[config.mk]
export PLATFORM = sky130hd
export DESIGN_NAME = dec_entry_ctrl
export DESIGN_NICKNAME = d
export VERILOG_FILES = /design/src/core/dec_pkg.sv /design/src/core/dec_entry_ctrl.sv
export SDC_FILE = /design/constraint.sdc
export NUM_CORES = 1
export LEC_CHECK = 0
export ABC_AREA = 0
export ABC_CLOCK_PERIOD_IN_PS = 7500
export BUFFER_PORTS_ARGS = -buffer_cell sky130_fd_sc_hd__buf_2
export CELL_PAD_IN_SITES_DETAIL_PLACEMENT = 1
export CELL_PAD_IN_SITES_GLOBAL_PLACEMENT = 1
export CORE_UTILIZATION = 36
export DETAILED_ROUTE_END_ITERATION = 6
export PLACE_DENSITY_LB_ADDON = 0.1
export SLEW_MARGIN = 20
export SYNTH_ARGS = -nofsm -noshare
export SYNTH_HDL_FRONTEND = slang
export SYNTH_SLANG_ARGS = --single-unit
[constraint.sdc]
create_clock -name pclk -period 7.5 [get_ports pclk]
set_clock_uncertainty 0.2 [all_clocks]
set_input_delay 2.25 -clock pclk [delete_from_list [all_inputs] [get_ports pclk]]
set_output_delay 2.25 -clock pclk [all_outputs]
set_load 0.01 [all_outputs]
[src/core/dec_pkg.sv]
// Constants, types and carrier structs for the debug entry control block
package dec_pkg;

  // ----------------------------------------------------------------
  // Register map
  // ----------------------------------------------------------------
  localparam logic [11:0] DEC_CTRL_OFFSET   = 12'h000;
  localparam logic [11:0] DEC_STATUS_OFFSET = 12'h004;
  localparam logic [31:0] DEC_CTRL_RESET    = 32'h00000000;

  // Control fields
  localparam int DEC_CTRL_MONITOR_BIT = 0;
  localparam int DEC_CTRL_HALT_BIT    = 1;
  localparam int DEC_CTRL_RESUME_BIT  = 2;

  // Status fields
  localparam int DEC_STAT_DEBUG_BIT     = 0;
  localparam int DEC_STAT_CAUSE_LSB     = 1;
  localparam int DEC_STAT_IMPRECISE_BIT = 3;
  localparam int DEC_STAT_EXC_FIRST_BIT = 4;
  localparam int DEC_STAT_REWIND_LSB    = 8;

  // ----------------------------------------------------------------
  // Timing and values
  // ----------------------------------------------------------------
  localparam logic [1:0] DEC_BKPT_ACK_CYCLES = 2'h2;
  localparam logic [4:0] DEC_WPT_PC_REWIND   = 5'h14;

  // ----------------------------------------------------------------
  // Types
  // ----------------------------------------------------------------
  typedef enum logic [1:0] {
    DEC_CAUSE_NONE,
    DEC_CAUSE_BKPT,
    DEC_CAUSE_WPT,
    DEC_CAUSE_REQ
  } dec_cause_type;

  typedef enum {
    DEC_ST_RUN,
    DEC_ST_BKPT,
    DEC_ST_WPT_NEXT,
    DEC_ST_WPT_DELAY,
    DEC_ST_EXC_WAIT,
    DEC_ST_DRAIN,
    DEC_ST_HALTED
  } dec_state_type;

  // Pipeline events from the core, all on pclk
  typedef struct packed {
    logic instr_sampled;
    logic pipeline_advance;
    logic branch_flush;
    logic fetch_prefetch_abort;
    logic decode_is_softint_undef;
    logic data_access_done;
    logic data_abort;
    logic exec_single_cycle_dp;
    logic exec_done;
    logic exception_entry_done;
  } dec_pipe_type;

endpackage

[src/core/dec_entry_ctrl.sv]
// Debug state entry control with APB register access
//
// Operation
// - Breakpointed instruction enters execute, state change suppressed
// - Flushed breakpointed instruction and status are discarded
// - Entry starts at execute; acknowledge two cycles later
// - Prefetch abort wins over breakpoint
// - Breakpoint wins over software interrupt or undefined
// - Interrupt wins, breakpointed instruction discarded
// - Debug entry disables interrupts, mask bits untouched
// - Watchpoint lets next instruction finish; one-cycle delay after single-cycle data processing
// - Following instruction never executes; resume restarts there
// - Second-instruction prefetch abort handled before debug
// - Watchpoint entry leaves PC rewind of twenty
// - Aborted watchpointed access: latch, abort entry, debug
// - Pending interrupt entry runs before watchpoint debug
// - Debug request registered, beats pending interrupts
// - Request stops issue, waits for execute completion
// - Request halts even in monitor configuration
// - Debug state shows idle on both memory interfaces
// - Debug state ignores aborts and interrupts
// - Advance uses system enable, or debug enable halted
// - Test clock three-stage synchronised, returned clock handshake
// - Debug disabled blocks pin requests but not the APB halt write; acknowledge low
`timescale 1ns/10ps
module dec_entry_ctrl (
  input  wire logic                 pclk,
  input  wire logic                 presetn,
  input  wire logic                 psel,
  input  wire logic                 penable,
  input  wire logic                 pwrite,
  input  wire logic [11:0]          paddr,
  input  wire logic [31:0]          pwdata,
  output logic      [31:0]          prdata,
  output logic                      pready,
  output logic                      pslverr,
  input  wire dec_pkg::dec_pipe_type pipe,
  input  wire logic                 instr_breakpoint_in,
  input  wire logic                 data_watchpoint_in,
  input  wire logic                 external_halt_request,
  input  wire logic                 debug_enable_in,
  input  wire logic                 interrupt_request_low,
  input  wire logic                 fast_interrupt_request_low,
  input  wire logic                 system_clock_enable,
  input  wire logic                 debug_clock_enable,
  input  wire logic                 test_clock_in,
  output logic                      halt_acknowledge,
  output logic                      core_advance,
  output logic                      exec_suppress,
  output logic                      issue_stall,
  output logic                      prefetch_abort_take,
  output logic                      interrupt_take,
  output logic                      exception_suppress,
  output logic                      interrupts_disabled,
  output logic                      instr_mem_idle,
  output logic                      data_mem_idle,
  output logic                      debug_abort,
  output logic                      returned_test_clock
);

  // ----------------------------------------------------------------
  // Declarations
  // ----------------------------------------------------------------
  logic [2:0]             sync1_ff;
  logic [2:0]             sync2_ff;
  logic [2:0]             sync3_ff;
  logic [2:0]             clean_ff;
  logic                   en;
  logic                   irq_pending;
  logic                   bp_fetch_ff;
  logic                   bp_dec_ff;
  logic                   pabt_dec_ff;
  logic                   exec_entry;
  logic                   wp_hit;
  logic                   req_ff;
  logic                   nxt_req_ff;
  logic                   wp_abort_ff;
  logic [1:0]             cnt_ff;
  dec_pkg::dec_state_type state_ff;
  dec_pkg::dec_state_type nxt_state;
  dec_pkg::dec_cause_type cause_ff;
  logic                   imprecise_ff;
  logic                   exc_first_ff;
  logic                   monitor_ff;
  logic                   bus_done;
  logic                   wr_ctrl;
  logic                   halt_wr;
  logic                   resume_wr;
  logic                   bkpt_start;
  logic                   bkpt_monitor;
  logic                   pabt_take;
  logic [31:0]            status_word;
  logic [31:0]            prdata_ff;
  logic                   pready_ff;
  logic                   pslverr_ff;
  logic                   halt_ack_ff;
  logic                   core_adv_ff;
  logic                   suppress_ff;
  logic                   stall_ff;
  logic                   pabt_ff;
  logic                   irq_take_ff;
  logic                   exc_supp_ff;
  logic                   irq_dis_ff;
  logic                   idle_ff;
  logic                   dbg_abt_ff;

  // ----------------------------------------------------------------
  // Pin synchronisers
  // ----------------------------------------------------------------
  // Three stages; a change counts once stages two and three agree
  always_ff @(posedge pclk or negedge presetn) begin
    if (!presetn) begin
      sync1_ff <= 3'h0;
      sync2_ff <= 3'h0;
      sync3_ff <= 3'h0;
      clean_ff <= 3'h0;
    end else begin
      sync1_ff <= {test_clock_in, debug_enable_in, external_halt_request};
      sync2_ff <= sync1_ff;
      sync3_ff <= sync2_ff;
      clean_ff <= (~(sync2_ff ^ sync3_ff) & sync3_ff) | ((sync2_ff ^ sync3_ff) & clean_ff);
    end
  end

  // Qualified requests
  assign en          = clean_ff[1];
  assign irq_pending = ~interrupt_request_low | ~fast_interrupt_request_low;

  // ----------------------------------------------------------------
  // Breakpoint tracking through fetch and decode
  // ----------------------------------------------------------------
  // Status follows its instruction; a flush drops both
  always_ff @(posedge pclk or negedge presetn) begin
    if (!presetn) begin
      bp_fetch_ff <= 1'b0;
      bp_dec_ff   <= 1'b0;
      pabt_dec_ff <= 1'b0;
    end else if (pipe.branch_flush) begin
      bp_fetch_ff <= 1'b0;
      bp_dec_ff   <= 1'b0;
      pabt_dec_ff <= 1'b0;
    end else begin
      if (pipe.pipeline_advance) begin
        bp_dec_ff   <= bp_fetch_ff;
        pabt_dec_ff <= pipe.fetch_prefetch_abort;
      end
      if (pipe.instr_sampled) begin
        bp_fetch_ff <= instr_breakpoint_in & en;
      end else if (pipe.pipeline_advance) begin
        bp_fetch_ff <= 1'b0;
      end
    end
  end

  // Instruction arrival at execute and data watch hits
  assign exec_entry   = pipe.pipeline_advance & bp_dec_ff & ~pipe.branch_flush;
  assign wp_hit       = data_watchpoint_in & en & pipe.data_access_done;
  assign pabt_take    = (state_ff == dec_pkg::DEC_ST_RUN) & ~req_ff & exec_entry
                        & pabt_dec_ff;
  assign bkpt_monitor = (state_ff == dec_pkg::DEC_ST_RUN) & ~req_ff & exec_entry
                        & ~pabt_dec_ff & ~irq_pending & monitor_ff;
  assign bkpt_start   = (state_ff == dec_pkg::DEC_ST_RUN) & ~req_ff & exec_entry
                        & ~pabt_dec_ff & ~irq_pending & ~monitor_ff;

  // ----------------------------------------------------------------
  // APB slave
  // ----------------------------------------------------------------
  assign bus_done  = psel & penable & pready_ff;
  assign wr_ctrl   = bus_done & pwrite & (paddr == dec_pkg::DEC_CTRL_OFFSET);
  assign halt_wr   = wr_ctrl & pwdata[dec_pkg::DEC_CTRL_HALT_BIT];
  assign resume_wr = wr_ctrl & pwdata[dec_pkg::DEC_CTRL_RESUME_BIT];

  // Status word view
  always_comb begin
    status_word = 32'h00000000;
    status_word[dec_pkg::DEC_STAT_DEBUG_BIT] = (state_ff == dec_pkg::DEC_ST_HALTED);
    status_word[dec_pkg::DEC_STAT_CAUSE_LSB +: 2] = cause_ff;
    status_word[dec_pkg::DEC_STAT_IMPRECISE_BIT] = imprecise_ff;
    status_word[dec_pkg::DEC_STAT_EXC_FIRST_BIT] = exc_first_ff;
    if (cause_ff == dec_pkg::DEC_CAUSE_WPT) begin
      status_word[dec_pkg::DEC_STAT_REWIND_LSB +: 5] = dec_pkg::DEC_WPT_PC_REWIND;
    end
  end

  // One wait state; data and error loaded with pready
  always_ff @(posedge pclk or negedge presetn) begin
    if (!presetn) begin
      pready_ff  <= 1'b0;
      prdata_ff  <= 32'h00000000;
      pslverr_ff <= 1'b0;
    end else begin
      pready_ff  <= psel & penable & ~pready_ff;
      pslverr_ff <= 1'b0;
      if (psel & penable & ~pready_ff) begin
        if (paddr == dec_pkg::DEC_CTRL_OFFSET) begin
          prdata_ff <= {31'h00000000, monitor_ff};
        end else if (paddr == dec_pkg::DEC_STATUS_OFFSET) begin
          prdata_ff <= status_word;
        end else begin
          prdata_ff  <= 32'h00000000;
          pslverr_ff <= 1'b1;
        end
      end
    end
  end

  // Monitor configuration bit
  always_ff @(posedge pclk or negedge presetn) begin
    if (!presetn) begin
      monitor_ff <= dec_pkg::DEC_CTRL_RESET[dec_pkg::DEC_CTRL_MONITOR_BIT];
    end else if (wr_ctrl) begin
      monitor_ff <= pwdata[dec_pkg::DEC_CTRL_MONITOR_BIT];
    end
  end

  // ----------------------------------------------------------------
  // Debug request register
  // ----------------------------------------------------------------
  // Set wins over the clear taken at debug entry
  always_comb begin
    nxt_req_ff = req_ff;
    if (nxt_state == dec_pkg::DEC_ST_HALTED) begin
      nxt_req_ff = 1'b0;
    end
    if (state_ff != dec_pkg::DEC_ST_HALTED && ((clean_ff[0] & en) | halt_wr)) begin
      nxt_req_ff = 1'b1;
    end
  end

  always_ff @(posedge pclk or negedge presetn) begin
    if (!presetn) begin
      req_ff <= 1'b0;
    end else begin
      req_ff <= nxt_req_ff;
    end
  end

  // ----------------------------------------------------------------
  // Entry sequencer
  // ----------------------------------------------------------------
  always_comb begin
    nxt_state = state_ff;
    case (state_ff)
      dec_pkg::DEC_ST_RUN: begin
        if (req_ff) begin
          nxt_state = dec_pkg::DEC_ST_DRAIN;
        end else if (bkpt_start) begin
          nxt_state = dec_pkg::DEC_ST_BKPT;
        end else if (wp_hit & ~monitor_ff) begin
          nxt_state = dec_pkg::DEC_ST_WPT_NEXT;
        end
      end
      dec_pkg::DEC_ST_BKPT: begin
        if (cnt_ff == dec_pkg::DEC_BKPT_ACK_CYCLES - 2'h1) begin
          nxt_state = dec_pkg::DEC_ST_HALTED;
        end
      end
      dec_pkg::DEC_ST_WPT_NEXT: begin
        if (wp_abort_ff | irq_pending | pipe.fetch_prefetch_abort) begin
          nxt_state = dec_pkg::DEC_ST_EXC_WAIT;
        end else if (pipe.exec_done & pipe.exec_single_cycle_dp) begin
          nxt_state = dec_pkg::DEC_ST_WPT_DELAY;
        end else if (pipe.exec_done) begin
          nxt_state = dec_pkg::DEC_ST_HALTED;
        end
      end
      dec_pkg::DEC_ST_WPT_DELAY: begin
        nxt_state = dec_pkg::DEC_ST_HALTED;
      end
      dec_pkg::DEC_ST_EXC_WAIT: begin
        if (pipe.exception_entry_done) begin
          nxt_state = dec_pkg::DEC_ST_HALTED;
        end
      end
      dec_pkg::DEC_ST_DRAIN: begin
        if (pipe.exec_done) begin
          nxt_state = dec_pkg::DEC_ST_HALTED;
        end
      end
      dec_pkg::DEC_ST_HALTED: begin
        if (resume_wr & debug_clock_enable) begin
          nxt_state = dec_pkg::DEC_ST_RUN;
        end
      end
      default: begin
        nxt_state = dec_pkg::DEC_ST_RUN;
      end
    endcase
  end

  // State, entry counter and latched watchpoint abort
  always_ff @(posedge pclk or negedge presetn) begin
    if (!presetn) begin
      state_ff    <= dec_pkg::DEC_ST_RUN;
      cnt_ff      <= 2'h0;
      wp_abort_ff <= 1'b0;
    end else begin
      state_ff <= nxt_state;
      if (state_ff == dec_pkg::DEC_ST_BKPT) begin
        cnt_ff <= cnt_ff + 2'h1;
      end else begin
        cnt_ff <= 2'h0;
      end
      if (state_ff == dec_pkg::DEC_ST_RUN) begin
        wp_abort_ff <= wp_hit & pipe.data_abort;
      end
    end
  end

  // Entry cause and flags for software
  always_ff @(posedge pclk or negedge presetn) begin
    if (!presetn) begin
      cause_ff     <= dec_pkg::DEC_CAUSE_NONE;
      imprecise_ff <= 1'b0;
      exc_first_ff <= 1'b0;
    end else if (state_ff == dec_pkg::DEC_ST_RUN && nxt_state != dec_pkg::DEC_ST_RUN) begin
      exc_first_ff <= 1'b0;
      if (nxt_state == dec_pkg::DEC_ST_DRAIN) begin
        cause_ff     <= dec_pkg::DEC_CAUSE_REQ;
        imprecise_ff <= 1'b0;
      end else if (nxt_state == dec_pkg::DEC_ST_BKPT) begin
        cause_ff     <= dec_pkg::DEC_CAUSE_BKPT;
        imprecise_ff <= 1'b0;
      end else begin
        cause_ff     <= dec_pkg::DEC_CAUSE_WPT;
        imprecise_ff <= 1'b1;
      end
    end else if (nxt_state == dec_pkg::DEC_ST_EXC_WAIT) begin
      exc_first_ff <= 1'b1;
    end
  end

  // ----------------------------------------------------------------
  // Core-facing outputs
  // ----------------------------------------------------------------
  always_ff @(posedge pclk or negedge presetn) begin
    if (!presetn) begin
      halt_ack_ff <= 1'b0;
      core_adv_ff <= 1'b0;
      suppress_ff <= 1'b0;
      stall_ff    <= 1'b0;
      irq_dis_ff  <= 1'b0;
      idle_ff     <= 1'b0;
      irq_take_ff <= 1'b0;
    end else begin
      halt_ack_ff <= en & (nxt_state == dec_pkg::DEC_ST_HALTED);
      core_adv_ff <= (nxt_state == dec_pkg::DEC_ST_HALTED) ? debug_clock_enable
                                                           : system_clock_enable;
      suppress_ff <= (nxt_state == dec_pkg::DEC_ST_BKPT)
                   | (nxt_state == dec_pkg::DEC_ST_WPT_DELAY)
                   | (nxt_state == dec_pkg::DEC_ST_HALTED);
      stall_ff    <= (nxt_state == dec_pkg::DEC_ST_DRAIN);
      irq_dis_ff  <= (nxt_state == dec_pkg::DEC_ST_HALTED);
      idle_ff     <= (nxt_state == dec_pkg::DEC_ST_HALTED);
      irq_take_ff <= irq_pending & ~nxt_req_ff & ~bkpt_start
                   & (nxt_state != dec_pkg::DEC_ST_HALTED)
                   & (nxt_state != dec_pkg::DEC_ST_BKPT);
    end
  end

  // Exception pulses
  always_ff @(posedge pclk or negedge presetn) begin
    if (!presetn) begin
      pabt_ff     <= 1'b0;
      exc_supp_ff <= 1'b0;
      dbg_abt_ff  <= 1'b0;
    end else begin
      pabt_ff     <= pabt_take;
      exc_supp_ff <= bkpt_start & pipe.decode_is_softint_undef;
      dbg_abt_ff  <= bkpt_monitor | ((state_ff == dec_pkg::DEC_ST_RUN) & ~req_ff
                     & wp_hit & monitor_ff);
    end
  end

  // Port drive
  assign prdata              = prdata_ff;
  assign pready              = pready_ff;
  assign pslverr             = pslverr_ff;
  assign halt_acknowledge    = halt_ack_ff;
  assign core_advance        = core_adv_ff;
  assign exec_suppress       = suppress_ff;
  assign issue_stall         = stall_ff;
  assign prefetch_abort_take = pabt_ff;
  assign interrupt_take      = irq_take_ff;
  assign exception_suppress  = exc_supp_ff;
  assign interrupts_disabled = irq_dis_ff;
  assign instr_mem_idle      = idle_ff;
  assign data_mem_idle       = idle_ff;
  assign debug_abort         = dbg_abt_ff;
  assign returned_test_clock = clean_ff[2];

  // ----------------------------------------------------------------
  // Assertions
  // ----------------------------------------------------------------
  property p_bkpt_ack;
    @(posedge pclk) disable iff (!presetn)
    bkpt_start |-> ##3 (halt_acknowledge || !en);
  endproperty
  a_bkpt_ack: assert property (p_bkpt_ack) else $error("ack not two cycles after entry");

  property p_flush;
    @(posedge pclk) disable iff (!presetn)
    pipe.branch_flush |=> (!bp_dec_ff && !bp_fetch_ff);
  endproperty
  a_flush: assert property (p_flush) else $error("breakpoint kept after flush");

  property p_pabt_first;
    @(posedge pclk) disable iff (!presetn)
    pabt_take |=> (prefetch_abort_take && state_ff == dec_pkg::DEC_ST_RUN);
  endproperty
  a_pabt_first: assert property (p_pabt_first) else $error("breakpoint beat prefetch abort");

  property p_irq_wins;
    @(posedge pclk) disable iff (!presetn)
    (state_ff == dec_pkg::DEC_ST_RUN && !req_ff && exec_entry && !pabt_dec_ff && irq_pending)
    |=> (state_ff == dec_pkg::DEC_ST_RUN);
  endproperty
  a_irq_wins: assert property (p_irq_wins) else $error("interrupt lost to breakpoint");

  property p_halted_quiet;
    @(posedge pclk) disable iff (!presetn)
    halt_acknowledge |-> (interrupts_disabled && !interrupt_take && exec_suppress);
  endproperty
  a_halted_quiet: assert property (p_halted_quiet) else $error("interrupt seen halted");

  property p_dp_delay;
    @(posedge pclk) disable iff (!presetn)
    (state_ff == dec_pkg::DEC_ST_WPT_DELAY) |=> (state_ff == dec_pkg::DEC_ST_HALTED)
    ##1 (halt_acknowledge || !$past(en));
  endproperty
  a_dp_delay: assert property (p_dp_delay) else $error("watchpoint delay wrong");

  property p_req_priority;
    @(posedge pclk) disable iff (!presetn)
    req_ff |-> !interrupt_take;
  endproperty
  a_req_priority: assert property (p_req_priority) else $error("interrupt beat request");

  property p_drain;
    @(posedge pclk) disable iff (!presetn)
    (state_ff == dec_pkg::DEC_ST_DRAIN && !pipe.exec_done) |=>
    (issue_stall && state_ff == dec_pkg::DEC_ST_DRAIN);
  endproperty
  a_drain: assert property (p_drain) else $error("halted before execute finished");

  property p_idle;
    @(posedge pclk) disable iff (!presetn)
    halt_acknowledge |-> (instr_mem_idle && data_mem_idle);
  endproperty
  a_idle: assert property (p_idle) else $error("memory not idle in debug");

  property p_disabled;
    @(posedge pclk) disable iff (!presetn)
    !en |=> !halt_acknowledge;
  endproperty
  a_disabled: assert property (p_disabled) else $error("ack high while disabled");

  property p_rewind;
    @(posedge pclk) disable iff (!presetn)
    (cause_ff == dec_pkg::DEC_CAUSE_WPT) |-> (status_word[12:8] == 5'h14);
  endproperty
  a_rewind: assert property (p_rewind) else $error("wrong watchpoint rewind");

endmodule // dec_entry_ctrl

Word level (Yosys, flattened, before mapping) --
Index checks and enable logic that the tools add are counted.
Storage, ports and cells: register bits 99, bits of input ports 68, output and inout bits 46, logic and storage cells 143
Cells by class: add/subtract/negate cells 1, eq/ne operators 19, muxes and demuxes 33, bitwise gates (word level) 54, reductions and logical operators 9
Operators by type and width (number):
- 2-to-1 mux 32 bit | 9
- case mux 32 bit (7 select lines) | 1
- equality test 32 x 2 -> 1 bit, second input constant | 4
- equality test 32 x 3 -> 1 bit, second input constant | 4
- equality test 32 x 4 -> 1 bit, second input constant | 4
- logical NOT 32 bit | 2
- != test 32 x 4 -> 1 bit, second input constant | 2
- bitwise AND 1 bit | 32
- equality test 32 x 1 -> 1 bit, second input constant | 1
- != test 32 x 2 -> 1 bit, second input constant | 1
- nonzero test 32 bit | 1
- 2-to-1 mux 13 bit | 2
- 2-to-1 mux 1 bit | 17
- equality test 12 x 3 -> 1 bit, second input constant | 1
- logical NOT 12 bit | 1
- inverter 1 bit | 10
- bitwise OR 1 bit | 7
- bitwise AND 3 bit | 2
- 2-to-1 mux 2 bit | 3
- 2-to-1 mux 5 bit | 1
- nonzero test 2 bit | 2
- inverter 3 bit | 1
- bitwise OR 3 bit | 1
- nonzero test 3 bit | 1
- 5 further kinds | 6

Longest topological paths before layout --
Gate-level depths: netlist of the first run.
depth after elaboration 17, mapped depth 8, gate-level depth less buffers 8

Least setup slack after synthesis of the first run --
OpenSTA, ideal clock, no wires.
kind input -> register, from input pipe[6] in the netlist's numbering, to register core_adv_ff (netlist: core_advance), library setup time 128 ps, arrival time 3851 ps, data required time 7172 ps, slack 3322 ps, cell stages on the path 6, path through nand4bb_1 > a2111oi_0 > a2111oi_4 > o21ai_2 > nor4b_4 > mux2_1
On the way: longest elaborated chain between the ends 5
RTL lines:
- start, declared | RTL line dec_entry_ctrl.sv:37 | input wire dec_pkg::dec_pipe_type pipe,
- bitwise OR 1 bit | RTL line dec_entry_ctrl.sv:259 | if (wp_abort_ff | irq_pending | pipe.fetch_prefetch_abort) begin
- 2-to-1 mux 32 bit | RTL line dec_entry_ctrl.sv:259
- case mux 32 bit (7 select lines) | RTL line dec_entry_ctrl.sv:243 | case (state_ff)
- equality test 32 x 4 -> 1 bit | RTL line dec_entry_ctrl.sv:347 | core_adv_ff <= (nxt_state == dec_pkg::DEC_ST_HALTED) ? debug_clock_enable
- 2-to-1 mux 1 bit | RTL line dec_entry_ctrl.sv:347
- end signal, assigned | RTL line dec_entry_ctrl.sv:347
- end, declared | RTL line dec_entry_ctrl.sv:97 | logic core_adv_ff;
Every way passes these cells. A chain may end at the register's enable or synchronous reset.

Final worst setup path of the first run --
Same ends and word-level chain as after synthesis.

==> impl_metrics.csv, run 1 <==
group,metric,value,unit
worst_setup_path,reg2reg_depth,6,
worst_setup_path,worstSetupEndpointType,"flop",
routing,drt_first_pass_iters,4,
clock_network,numCtsBuffers,9,
floorplanning,fp-row-count,32,
routing,routed_via_density,4.534,
routing,met2_length,2614,um
sta,relSlewSlack,40.85,%
worst_setup_path,cp_data_arrival_time,4.23,ns
sta,min_period,4.202,ns
worst_setup_path,crit_fanout,5,
synth,synth_edf_count,0,
worst_setup_path,worstReg2RegStart,"state_ff[3]",
pwr,switching_share,21.82,%
clock_network,tritoncts,"yes",
worst_setup_path,cp_slowest_cell,"a2111oi_0",
clock_network,clockBufferDepth,2,
clock_network,postCtsHoldBufs,0,
synth,synth-main-ff-cell,"dfrtp_1",
sta,final-setup-viol-count,0,
sta,finalHoldViolations,0,
clock_network,clk_pin_slew,0.08,ns
placement,dpl.hpwl,4349,um
worst_setup_path,critical_path.n_buffers_inverters,1,
global_routing,gr-total-overflow,0,
placement,place_congestion,0.7850,
outcome,status,"complete, no violations",
layout,layout.nets,404,
layout,layout_common_cells,"73 x dfrtp_1, 59 x buf_2, 54 x conb_1",
pwr,p_per_area,229.5,nW/um2
clock_network,root_buffer,"clkbuf_8",
routing,ant_nets,0,
routing,m1WireLength,2732,um
sta,fin_tns_setup,0,ns
clock_network,clock-sinks,73,
routing,drt_iter0_drc,50,
global_routing,track_usage,15.10,%
pwr,combPwrFrac,4.5,%
placement,place.port_buffers,59,
floorplanning,start_util,37.64,%
routing,dr_wl_met3,373,um
pwr,p_seq_share,50.2,%
layout,final_common_cell,"dfrtp_1",
worst_hold_path,holdPathStages,0,
synth,synth_cell_types,53,
global_routing,grt_pass1_wl,9535,um
synth,synthesis.area,2954,um2
sta,fmax,238.0,MHz
worst_hold_path,hp-class,"reg2reg",
routing,num_vias,2004,
routing,drc,0,
clock_network,worstSkewPairLatency,0.35,ns
sta,timing.final.crit_share,56.03,%
synth,synth_seq_cells,73,
pwr,vdd_ir_drop_max,0.00009707,V
worst_setup_path,worstSetupStartpoint,"pipe[6]",
sta,slew_viol_final,0,
global_routing,first_global_vias,1971,
synth,synth_warnings,0,
routing,top_layer_used,"met4",
pwr,intPower,0.0006424,W
sta,rsz0062_at_grt,"no",
floorplanning,die_y,92.59,um
routing,wl_per_cell,13.27,um
worst_setup_path,crit_family,"compound AO/OA/AOI/OAI gates",
sta,worst_pin_slew,0.8872,ns
pwr,leakage,1.770,nW
worst_setup_path,path_cells,"buf_2 -> nand4bb_1 -> a2111oi_0 -> a2111oi_4 -> o21ai_2 -> nor4b_4 -> mux2_1",
pwr,p_clk_share,45.3,%
routing,wirelength,5865,um
synth,syn_area_per_cell,12.01,um2
worst_setup_path,crit_cells,7,
layout,fin_area,3580,um2
clock_network,post_cts_buffers,0,
layout,syn2layout_area_growth,21.18,%
floorplanning,core_area,7848,um2
pwr,p_sw,0.0001793,W
global_routing,antenna_found_initial,0,
worst_setup_path,required,7.53,ns
floorplanning,dieArea,8572,um2
run,max_cap_viol_count,0,
synth,synthArstFlopShare,100.0,%
synth,yosysSeqAreaShare,61.84,%
layout,diodes,0,
worst_setup_path,cp-start-kind,"input pin",
clock_network,postCtsResizedCells,0,
synth,syn_inst,246,
floorplanning,ios,114,
floorplanning,die_w,92.59,um
worst_setup_path,slowest_delay,0.74,ns
clock_network,htreeDepth,3,
placement,postPlaceCellArea,3339,um2
worst_setup_path,crit_type,"in2reg",
worst_hold_path,hold_start,"sync1_ff[1]",
global_routing,grt_max_degree,74,
layout,drive_gt1_share,25.00,%
-- logic make-up after synthesis --
| kind of cell | share of synthesized area [%] |
|---|---|
| and+or+nand+nor | 16.35 |
| AOI/OAI and AO/OA | 9.064 |
| DFF | 61.84 |
| muxes | 1.779 |
| other | 0.1269 |
| buffers and inverters | 9.403 |
| adders and majority gates | 1.440 |
-- path summary, 6_finish.rpt --
kind / slack [ns] / to
max: 3.30 / core_advance
min: 0.16 / sync2_ff[1]
max reg2reg: 4.61 / core_advance
min reg2reg: 0.16 / sync2_ff[1]
max in group asynchronous: 4.62 / cnt_ff[0]
min in group asynchronous: 1.90 / asynchronous set/reset pin
-- flip-flops by register name (all words and copies together) (netlist names), 2 cells and up, named ones only --
register  cells
prdata        6
cnt_ff        2
sync2_ff      3
sync3_ff      3
cause_ff      2
sync1_ff      3
state_ff     32
-- per-layer routing --
layer | track usage (%) | up-vias
met3 | 3.777 | 12
met1 | 19.48 | 958
li1 | - | 957
met5 | 0 | -
met2 | 22.65 | 77
met4 | 9.505 | 0
-- cell usage after synthesis (all sizes together), types with 3 or more instances --
master	number	area, um2
nor3	7	35.03
dfrtp	73	1827
maj3	3	30.03
nor4	12	75.07
mux2i	3	30.03
clkbuf	6	22.52
a2111oi	3	45.05
nand2b	3	18.77
and3	4	25.02
or3	3	18.77
nand2	20	75.07
nor2	20	75.07
a22o	3	26.28
buf	29	221.5
inv	9	33.78
or2	4	25.03
o21ai	5	28.78
nand4	3	18.77
-- cell type report --
class	instances	area, um2
clock inverter	6	112.6
clock buffer	10	127.6
fill	913	4268
inverter	9	33.78
tap	102	127.6
timing repair buffer	60	302.8
multi-input combinational	182	1049
sequential	73	1827
-- per-stage QoR --
step	power, W	instances	worst slack (ns)	hold WS (ns)	util [%]
6_report	0.0008217	442	3.298	0.1560	45.62
5_1_grt	0.0008539	442	3.186	0.1632	45.62
4_1_cts	0.0008328	442	3.278	0.1616	45.62
3_5_place_dp	0.0004586	426	2.916	0.1434	42.55
3_3_place_gp	0.0004573	426	2.958	0.1315	42.55
2_1_floorplan	0.0004438	299	3.322	0.1312	-
-- power groups by stage --
stage,Combinational (W),Sequential [W],Clock [W]
global route,0.0000430,0.000414,0.000397
floorplan,0.0000243,0.000419,0
finish,0.0000374,0.000412,0.000372
global placement,0.0000374,0.000420,0
CTS,0.0000380,0.000413,0.000382
detailed placement,0.0000379,0.000421,0
Power figures use the tool's default switching activity.
==> inputs of run 2 (changes only) <==
--- a/config.mk
+++ b/config.mk
@@ -5,8 +5,8 @@
 export SDC_FILE = /design/constraint.sdc
 export NUM_CORES = 1
 export LEC_CHECK = 0
-export ABC_AREA = 0
-export ABC_CLOCK_PERIOD_IN_PS = 7500
+export ABC_AREA = 1
+export ABC_CLOCK_PERIOD_IN_PS = 4300
 export BUFFER_PORTS_ARGS = -buffer_cell sky130_fd_sc_hd__buf_2
 export CELL_PAD_IN_SITES_DETAIL_PLACEMENT = 1
 export CELL_PAD_IN_SITES_GLOBAL_PLACEMENT = 1
==> constraint.sdc (replaced) <==
create_clock -name pclk -period 4.3 [get_ports pclk]
set_clock_uncertainty 0.2 [all_clocks]
set_input_delay 1.29 -clock pclk [delete_from_list [all_inputs] [get_ports pclk]]
set_output_delay 1.29 -clock pclk [all_outputs]
set_load 0.01 [all_outputs]
==> run 2 against run 1 <==
Compared with the run above: area after synthesis rose by 9.4%; count of clock-buffer cells in the layout grew 1; sequential cell count did not move; die area grew 9.2%; first-iteration DRC count is 42% higher; wire length rose by 15%; setup slack worse by 1.9 ns; global-route usage increased by 0.62 points; clock power rose by 50%; core utilization decreased by 1.2 points; synthesized cell count rose by 43%; power up 64%; critical path type unchanged; largest cell class unchanged; largest power group unchanged.
==> impl_metrics.csv, run 2 <==
group,metric,value,unit
outcome,status,"complete, no violations",
placement,dpl.hpwl,5247,um
floorplanning,die_y,96.73,um
synth,synthSimpleGateAreaFrac,24.83,%
pwr,finalPower,0.001351,W
routing,wirelength,6751,um
layout,fin_area,3871,um2
synth,synth_area_leaders,"dfrtp_1 57%, nand2_1 7.0%, buf_4 6.5%",
placement,pre_cts_ws,0.9428,ns
pwr,combPwrFrac,5.5,%
worst_setup_path,cp-start-kind,"input pin",
synth,yosys.area.top_type,"dfrtp_1",
floorplanning,dieArea,9357,um2
layout,largest_reg_flops,32,
routing,drt_first_pass_iters,4,
layout,diodes,0,
worst_hold_path,hp-class,"reg2reg",
clock_network,numCtsBuffers,9,
global_routing,grt_max_degree,43,
routing,wl_per_cell,12.08,um
placement,postPlaceCellArea,3659,um2
synth,yosysTopAreaCellShare,56.55,%
synth,synth-compound-area-share,4.764,%
floorplanning,start_util,37.04,%
sta,fin_tns_setup,0,ns
synth,yosysSeqAreaShare,56.55,%
global_routing,grt_pass1_wl,11520,um
worst_setup_path,worstReg2RegStart,"state_ff[24]",
floorplanning,ios,114,
synth,synth_edf_count,0,
pwr,p_clk_share,41.3,%
sta,worst_pin_slew,0.7389,ns
clock_network,postCtsHoldBufs,0,
global_routing,first_global_vias,2447,
layout,final_common_cell,"dfrtp_1",
clock_network,worstSkewPairLatency,0.35,ns
worst_hold_path,hold_start,"sync1_ff[1]",
worst_hold_path,holdPathStages,0,
global_routing,antenna_found_initial,0,
pwr,p_per_area,349.0,nW/um2
pwr,intPower,0.001037,W
worst_setup_path,r2r_slack,1.92,ns
clock_network,root_buffer,"clkbuf_8",
layout,regMostFlops,"state_ff",
pwr,vdd_ir_drop_max,0.0001860,V
sta,final-setup-viol-count,0,
synth,synth_xor_area_share,0,%
synth,synth_fa_ha_area_share,1.317,%
layout,drive_gt1_share,20.18,%
worst_setup_path,slowest_delay,0.30,ns
clock_network,clock-sinks,73,
synth,synth_top_family_by_area,"simple AND/OR/NAND/NOR gates",
synth,synth_seq_cells,73,
layout,syn2layout_area_growth,19.83,%
worst_hold_path,holdPathEnd,"sync2_ff[1]",
run,max_cap_viol_count,0,
routing,drc,0,
worst_setup_path,worstSetupEndpointType,"flop",
sta,min_period,2.925,ns
worst_setup_path,reg2reg_depth,13,
synth,synthArstFlopShare,100.0,%
sta,relSlewSlack,50.74,%
sta,timing.final.crit_share,68.03,%
clock_network,postCtsResizedCells,0,
floorplanning,fp-row-count,34,
sta,slew_viol_final,0,
worst_setup_path,crit_top_cell,"nor2_1",
worst_setup_path,required,4.33,ns
layout,layout.nets,515,
synth,synth-main-ff-cell,"dfrtp_1",
clock_network,clockBufferDepth,2,
worst_setup_path,crit_fanout,5,
synth,synthesis.area,3231,um2
worst_setup_path,cp_data_arrival_time,2.95,ns
layout,layout_common_cells,"73 x dfrtp_1, 60 x nand2_1, 59 x buf_2",
worst_setup_path,path_cells,"buf_2 -> nor2_1 -> nand2_1 -> nor2_1 -> nand2_1 -> nor2_1 -> nand3_1 -> nand3_1 -> nand3b_1 -> nor2_1 -> inv_1 -> nand3b_1 -> nand3_1",
synth,yosys.cell_count.top_type,"dfrtp_1",
placement,place.port_buffers,59,
global_routing,track_usage,15.72,%
synth,syn_area_per_cell,9.204,um2
clock_network,tritoncts,"yes",
synth,synth_common_cells,"73 x dfrtp_1, 60 x nand2_1, 51 x nor2_1",
floorplanning,core_area,8721,um2
routing,num_vias,2444,
floorplanning,die_w,96.73,um
worst_setup_path,reg2reg_to,"halt_acknowledge",
worst_setup_path,crit_type,"in2reg",
sta,fmax,341.9,MHz
clock_network,htreeDepth,3,
synth,syn_inst,351,
pwr,p_sw,0.0003135,W
worst_setup_path,cp_slowest_cell,"nor2_1",
layout,final_util,44.39,%
synth,synth_warnings,0,
clock_network,clk_pin_slew,0.08,ns
sta,rsz0062_at_grt,"no",
routing,drt_iter0_drc,71,
pwr,switching_share,23.20,%
routing,ant_nets,0,
pwr,p_seq_share,53.2,%
clock_network,post_cts_buffers,0,
sta,setup_ws,1.375,ns
placement,place_congestion,0.8179,
sta,finalHoldViolations,0,
routing,routed_via_density,4.372,
pwr,leakage,2.095,nW
synth,synth_mux_area_share,0,%
global_routing,gr-total-overflow,0,
synth,synth_cell_types,34,
## run 2: changes by cell type after synthesis, moves of 6 or more
cell,change
inv_1,+39
nand3_1,+28
o21ai_0,+7
nand2_1,+40
nor2_1,+31
clkbuf_1,-6
nor4_1,-11
## run 2: layer usage
layer  global-route usage (%)  vias to the layer above  share of wire (%)
met5                        0                        -                  0
met4                    7.577                        0                2.1
met3                    3.179                       11                4.2
met2                    26.38                       60                 50
met1                    19.31                     1161                 43
li1                         -                     1212                  -
## run 2: per-stage QoR
| stage | hold WS (ns) | std cells |
|---|---|---|
| 2_1_floorplan | 0.1312 | 404 |
| 3_3_place_gp | 0.1343 | 543 |
| 3_5_place_dp | 0.1381 | 543 |
| 4_1_cts | 0.1588 | 559 |
| 5_1_grt | 0.1719 | 559 |
| 6_report | 0.1534 | 559 |
## run 2: how the worst max path moves through the flow
stage	startpoint	to	slack (ns)	cells after the start
2_1_floorplan	paddr[2]	exec_suppress	1.54	10
3_3_place_gp	paddr[2]	exec_suppress	0.96	11
3_5_place_dp	paddr[11]	exec_suppress	0.94	13
4_1_cts	paddr[11]	exec_suppress	1.32	13
5_1_grt	paddr[11]	exec_suppress	1.10	13
6_report	paddr[11]	exec_suppress	1.37	13
## run 2: final cells by class
type,count,area (um2)
clock buffers,11,151.4
clock inverters,5,61.31
fillers,1076,4850
inverters,48,180.2
multi-input cells,254,1201
flip-flops and latches,73,1827
well taps,108,135.1
repair buffers,60,315.3
## run 2: logic make-up (layout without fill, tap and decap cells)
logic type,count (synthesis),after routing
other,1,54
AND/OR/NAND/NOR,171,171
buffers and inverters,77,124
AO/OA/AOI/OAI,25,25
flip-flops,73,73
adder cells (fa/ha/maj),4,4
## run 2: worst max-delay path: cells and delay by family
kind | cells | cell delay [ns]
buf+inv | 2 | 0.17
simple gates | 11 | 1.49
## run 2: power groups by stage
stage          combinational (W)  sequential [W]  clock (W)
2_1_floorplan          0.0000485        0.000731          0
3_3_place_gp           0.0000735        0.000732          0
3_5_place_dp           0.0000753        0.000733          0
4_1_cts                0.0000757        0.000719   0.000584
5_1_grt                0.0000859        0.000721   0.000611
6_report               0.0000742        0.000718   0.000558
==> inputs of run 3 (changes only) <==
--- a/config.mk
+++ b/config.mk
@@ -6,7 +6,7 @@
 export NUM_CORES = 1
 export LEC_CHECK = 0
 export ABC_AREA = 1
-export ABC_CLOCK_PERIOD_IN_PS = 4300
+export ABC_CLOCK_PERIOD_IN_PS = 2900
 export BUFFER_PORTS_ARGS = -buffer_cell sky130_fd_sc_hd__buf_2
 export CELL_PAD_IN_SITES_DETAIL_PLACEMENT = 1
 export CELL_PAD_IN_SITES_GLOBAL_PLACEMENT = 1
==> constraint.sdc (replaced) <==
create_clock -name pclk -period 2.9 [get_ports pclk]
set_clock_uncertainty 0.2 [all_clocks]
set_input_delay 0.87 -clock pclk [delete_from_list [all_inputs] [get_ports pclk]]
set_output_delay 0.87 -clock pclk [all_outputs]
set_load 0.01 [all_outputs]
==> run 3 against run 2 <==
Compared with the run above: count of clock-buffer cells in the layout down 1; highest routed layer unchanged; final area rose by 0.84%; sequential share of layout area down 0.39 points; critical endpoint is now core_advance; largest power group unchanged.
==> impl_metrics.csv, run 3 (synthesis results as in run 2) <==
group,metric,value,unit
outcome,status,"complete, no violations",
sta,fmax,416.7,MHz
floorplanning,ios,114,
floorplanning,start_util,37.04,%
sta,rsz0062_at_grt,"no",
global_routing,grt_max_degree,28,
layout,seqCellArea,1827,um2
pwr,combPwrFrac,5.7,%
worst_setup_path,cp-start-kind,"flop",
pwr,finalPower,0.001993,W
sta,worst_pin_slew,0.6074,ns
layout,n_fill_cell,1081,
sta,min_period,2.400,ns
layout,final_util,44.76,%
layout,drive_gt1_share,20.66,%
worst_setup_path,r2r_slack,0.50,ns
layout,layout.nets,519,
clock_network,numCtsBuffers,9,
worst_setup_path,crit_type,"reg2reg",
global_routing,gr-total-overflow,0,
global_routing,track_usage,16.34,%
sta,slew_viol_final,0,
placement,dpl.hpwl,5473,um
routing,drt_first_pass_iters,4,
clock_network,postCtsResizedCells,0,
pwr,p_clk_share,40.8,%
pwr,p_seq_share,53.5,%
clock_network,worstSkewPairLatency,0.35,ns
layout,syn2layout_area_growth,20.84,%
worst_setup_path,required,2.95,ns
sta,fin_tns_setup,0,ns
layout,finalNonFillerCells,563,
layout,multi_input_area,1201,um2
clock_network,clock-sinks,73,
layout,final_common_cell,"dfrtp_1",
routing,num_vias,2453,
floorplanning,core_area,8721,um2
clock_network,clk_pin_slew,0.09,ns
clock_network,postCtsHoldBufs,0,
global_routing,first_global_vias,2575,
routing,wirelength,6891,um
placement,pre_cts_ws,0.1007,ns
pwr,p_per_area,510.5,nW/um2
placement,place_congestion,0.8135,
clock_network,root_buffer,"clkbuf_8",
run,max_cap_viol_count,0,
pwr,p_sw,0.0004897,W
sta,timing.final.crit_share,82.75,%
placement,place.port_buffers,59,
clock_network,clockBufferDepth,2,
routing,routed_via_density,4.357,
layout,layout_common_cells,"73 x dfrtp_1, 60 x nand2_1, 59 x buf_2",
worst_setup_path,crit_fanout,12,
floorplanning,die_y,96.73,um
layout,diodes,0,
placement,placed_cells,547,
worst_setup_path,cp_data_arrival_time,2.45,ns
global_routing,grt_pass1_wl,12070,um
worst_setup_path,worstSetupEndpointType,"flop",
clock_network,post_cts_buffers,0,
pwr,switching_share,24.57,%
clock_network,htreeDepth,3,
pwr,intPower,0.001503,W
routing,wl_per_cell,12.24,um
floorplanning,dieArea,9357,um2
layout,regMostFlops,"state_ff",
worst_hold_path,hp-class,"reg2reg",
pwr,vdd_ir_drop_max,0.0003390,V
global_routing,antenna_found_initial,0,
pwr,leakage,2.108,nW
sta,finalHoldViolations,0,
floorplanning,die_w,96.73,um
sta,setup_ws,0.5004,ns
routing,drc,0,
floorplanning,fp-row-count,34,
routing,ant_nets,0,
layout,largest_reg_flops,32,
clock_network,tritoncts,"yes",
sta,final-setup-viol-count,0,
routing,drt_iter0_drc,81,
sta,relSlewSlack,59.51,%
## run 3: critical path, stage by stage, from the launching register on
cell	delay, ns
dfrtp_1	0.37
nor2_1	0.11
nand2_1	0.07
nor2_1	0.12
nand2_2	0.17
nor2_4	0.28
inv_1	0.10
nor2_1	0.15
nand2_1	0.11
buf_4	0.15
nand4_1	0.12
nand3_2	0.13
o21ai_0	0.16
inv_1	0.05
## run 3: power by group through the flow
stage | logic (W) | registers, W | clock network, W
6_report | 0.000114 | 0.00107 | 0.000814
5_1_grt | 0.000132 | 0.00107 | 0.000882
4_1_cts | 0.000116 | 0.00107 | 0.000844
3_5_place_dp | 0.000115 | 0.00109 | 0
3_3_place_gp | 0.000113 | 0.00108 | 0
2_1_floorplan | 0.0000718 | 0.00108 | 0
## run 3: through the flow
step	cell area [um2]	hold WS, ns
4_1_cts	3904	0.1570
6_report	3904	0.1550
3_5_place_dp	3701	0.1371
3_3_place_gp	3701	0.1342
5_1_grt	3904	0.1763
2_1_floorplan	3430	0.1312
## run 3: layout make-up
type / count / share of cell area (%)
Clock buffer: 10 / 3.269
Multi-Input combinational cell: 254 / 30.77
Clock inverter: 6 / 1.923
Timing Repair Buffer: 64 / 9.167
Sequential cell: 73 / 46.79
Inverter: 48 / 4.615
Tap cell: 108 / 3.462
## run 3: path summary, 6_finish.rpt
kind                                   start           end  depth (start not counted)
worst max-delay path            state_ff[20]  core_advance                         13
worst min-delay path             sync1_ff[0]   sync2_ff[0]                          0
worst max register to register  state_ff[20]  core_advance                         13
worst min register to register   sync1_ff[0]   sync2_ff[0]                          0
max in group asynchronous            presetn  state_ff[15]                          2
min in group asynchronous            presetn   sync2_ff[0]                          1
## run 3: per-layer routing
| layer | up-vias | global-route usage (%) | routed length [um] |
|---|---|---|---|
| met2 | 57 | 27.57 | 3455 |
| met1 | 1163 | 20.48 | 3038 |
| met5 | - | 0 | 0 |
| met3 | 9 | 3.324 | 281 |
| li1 | 1224 | - | - |
| met4 | 0 | 6.544 | 115 |
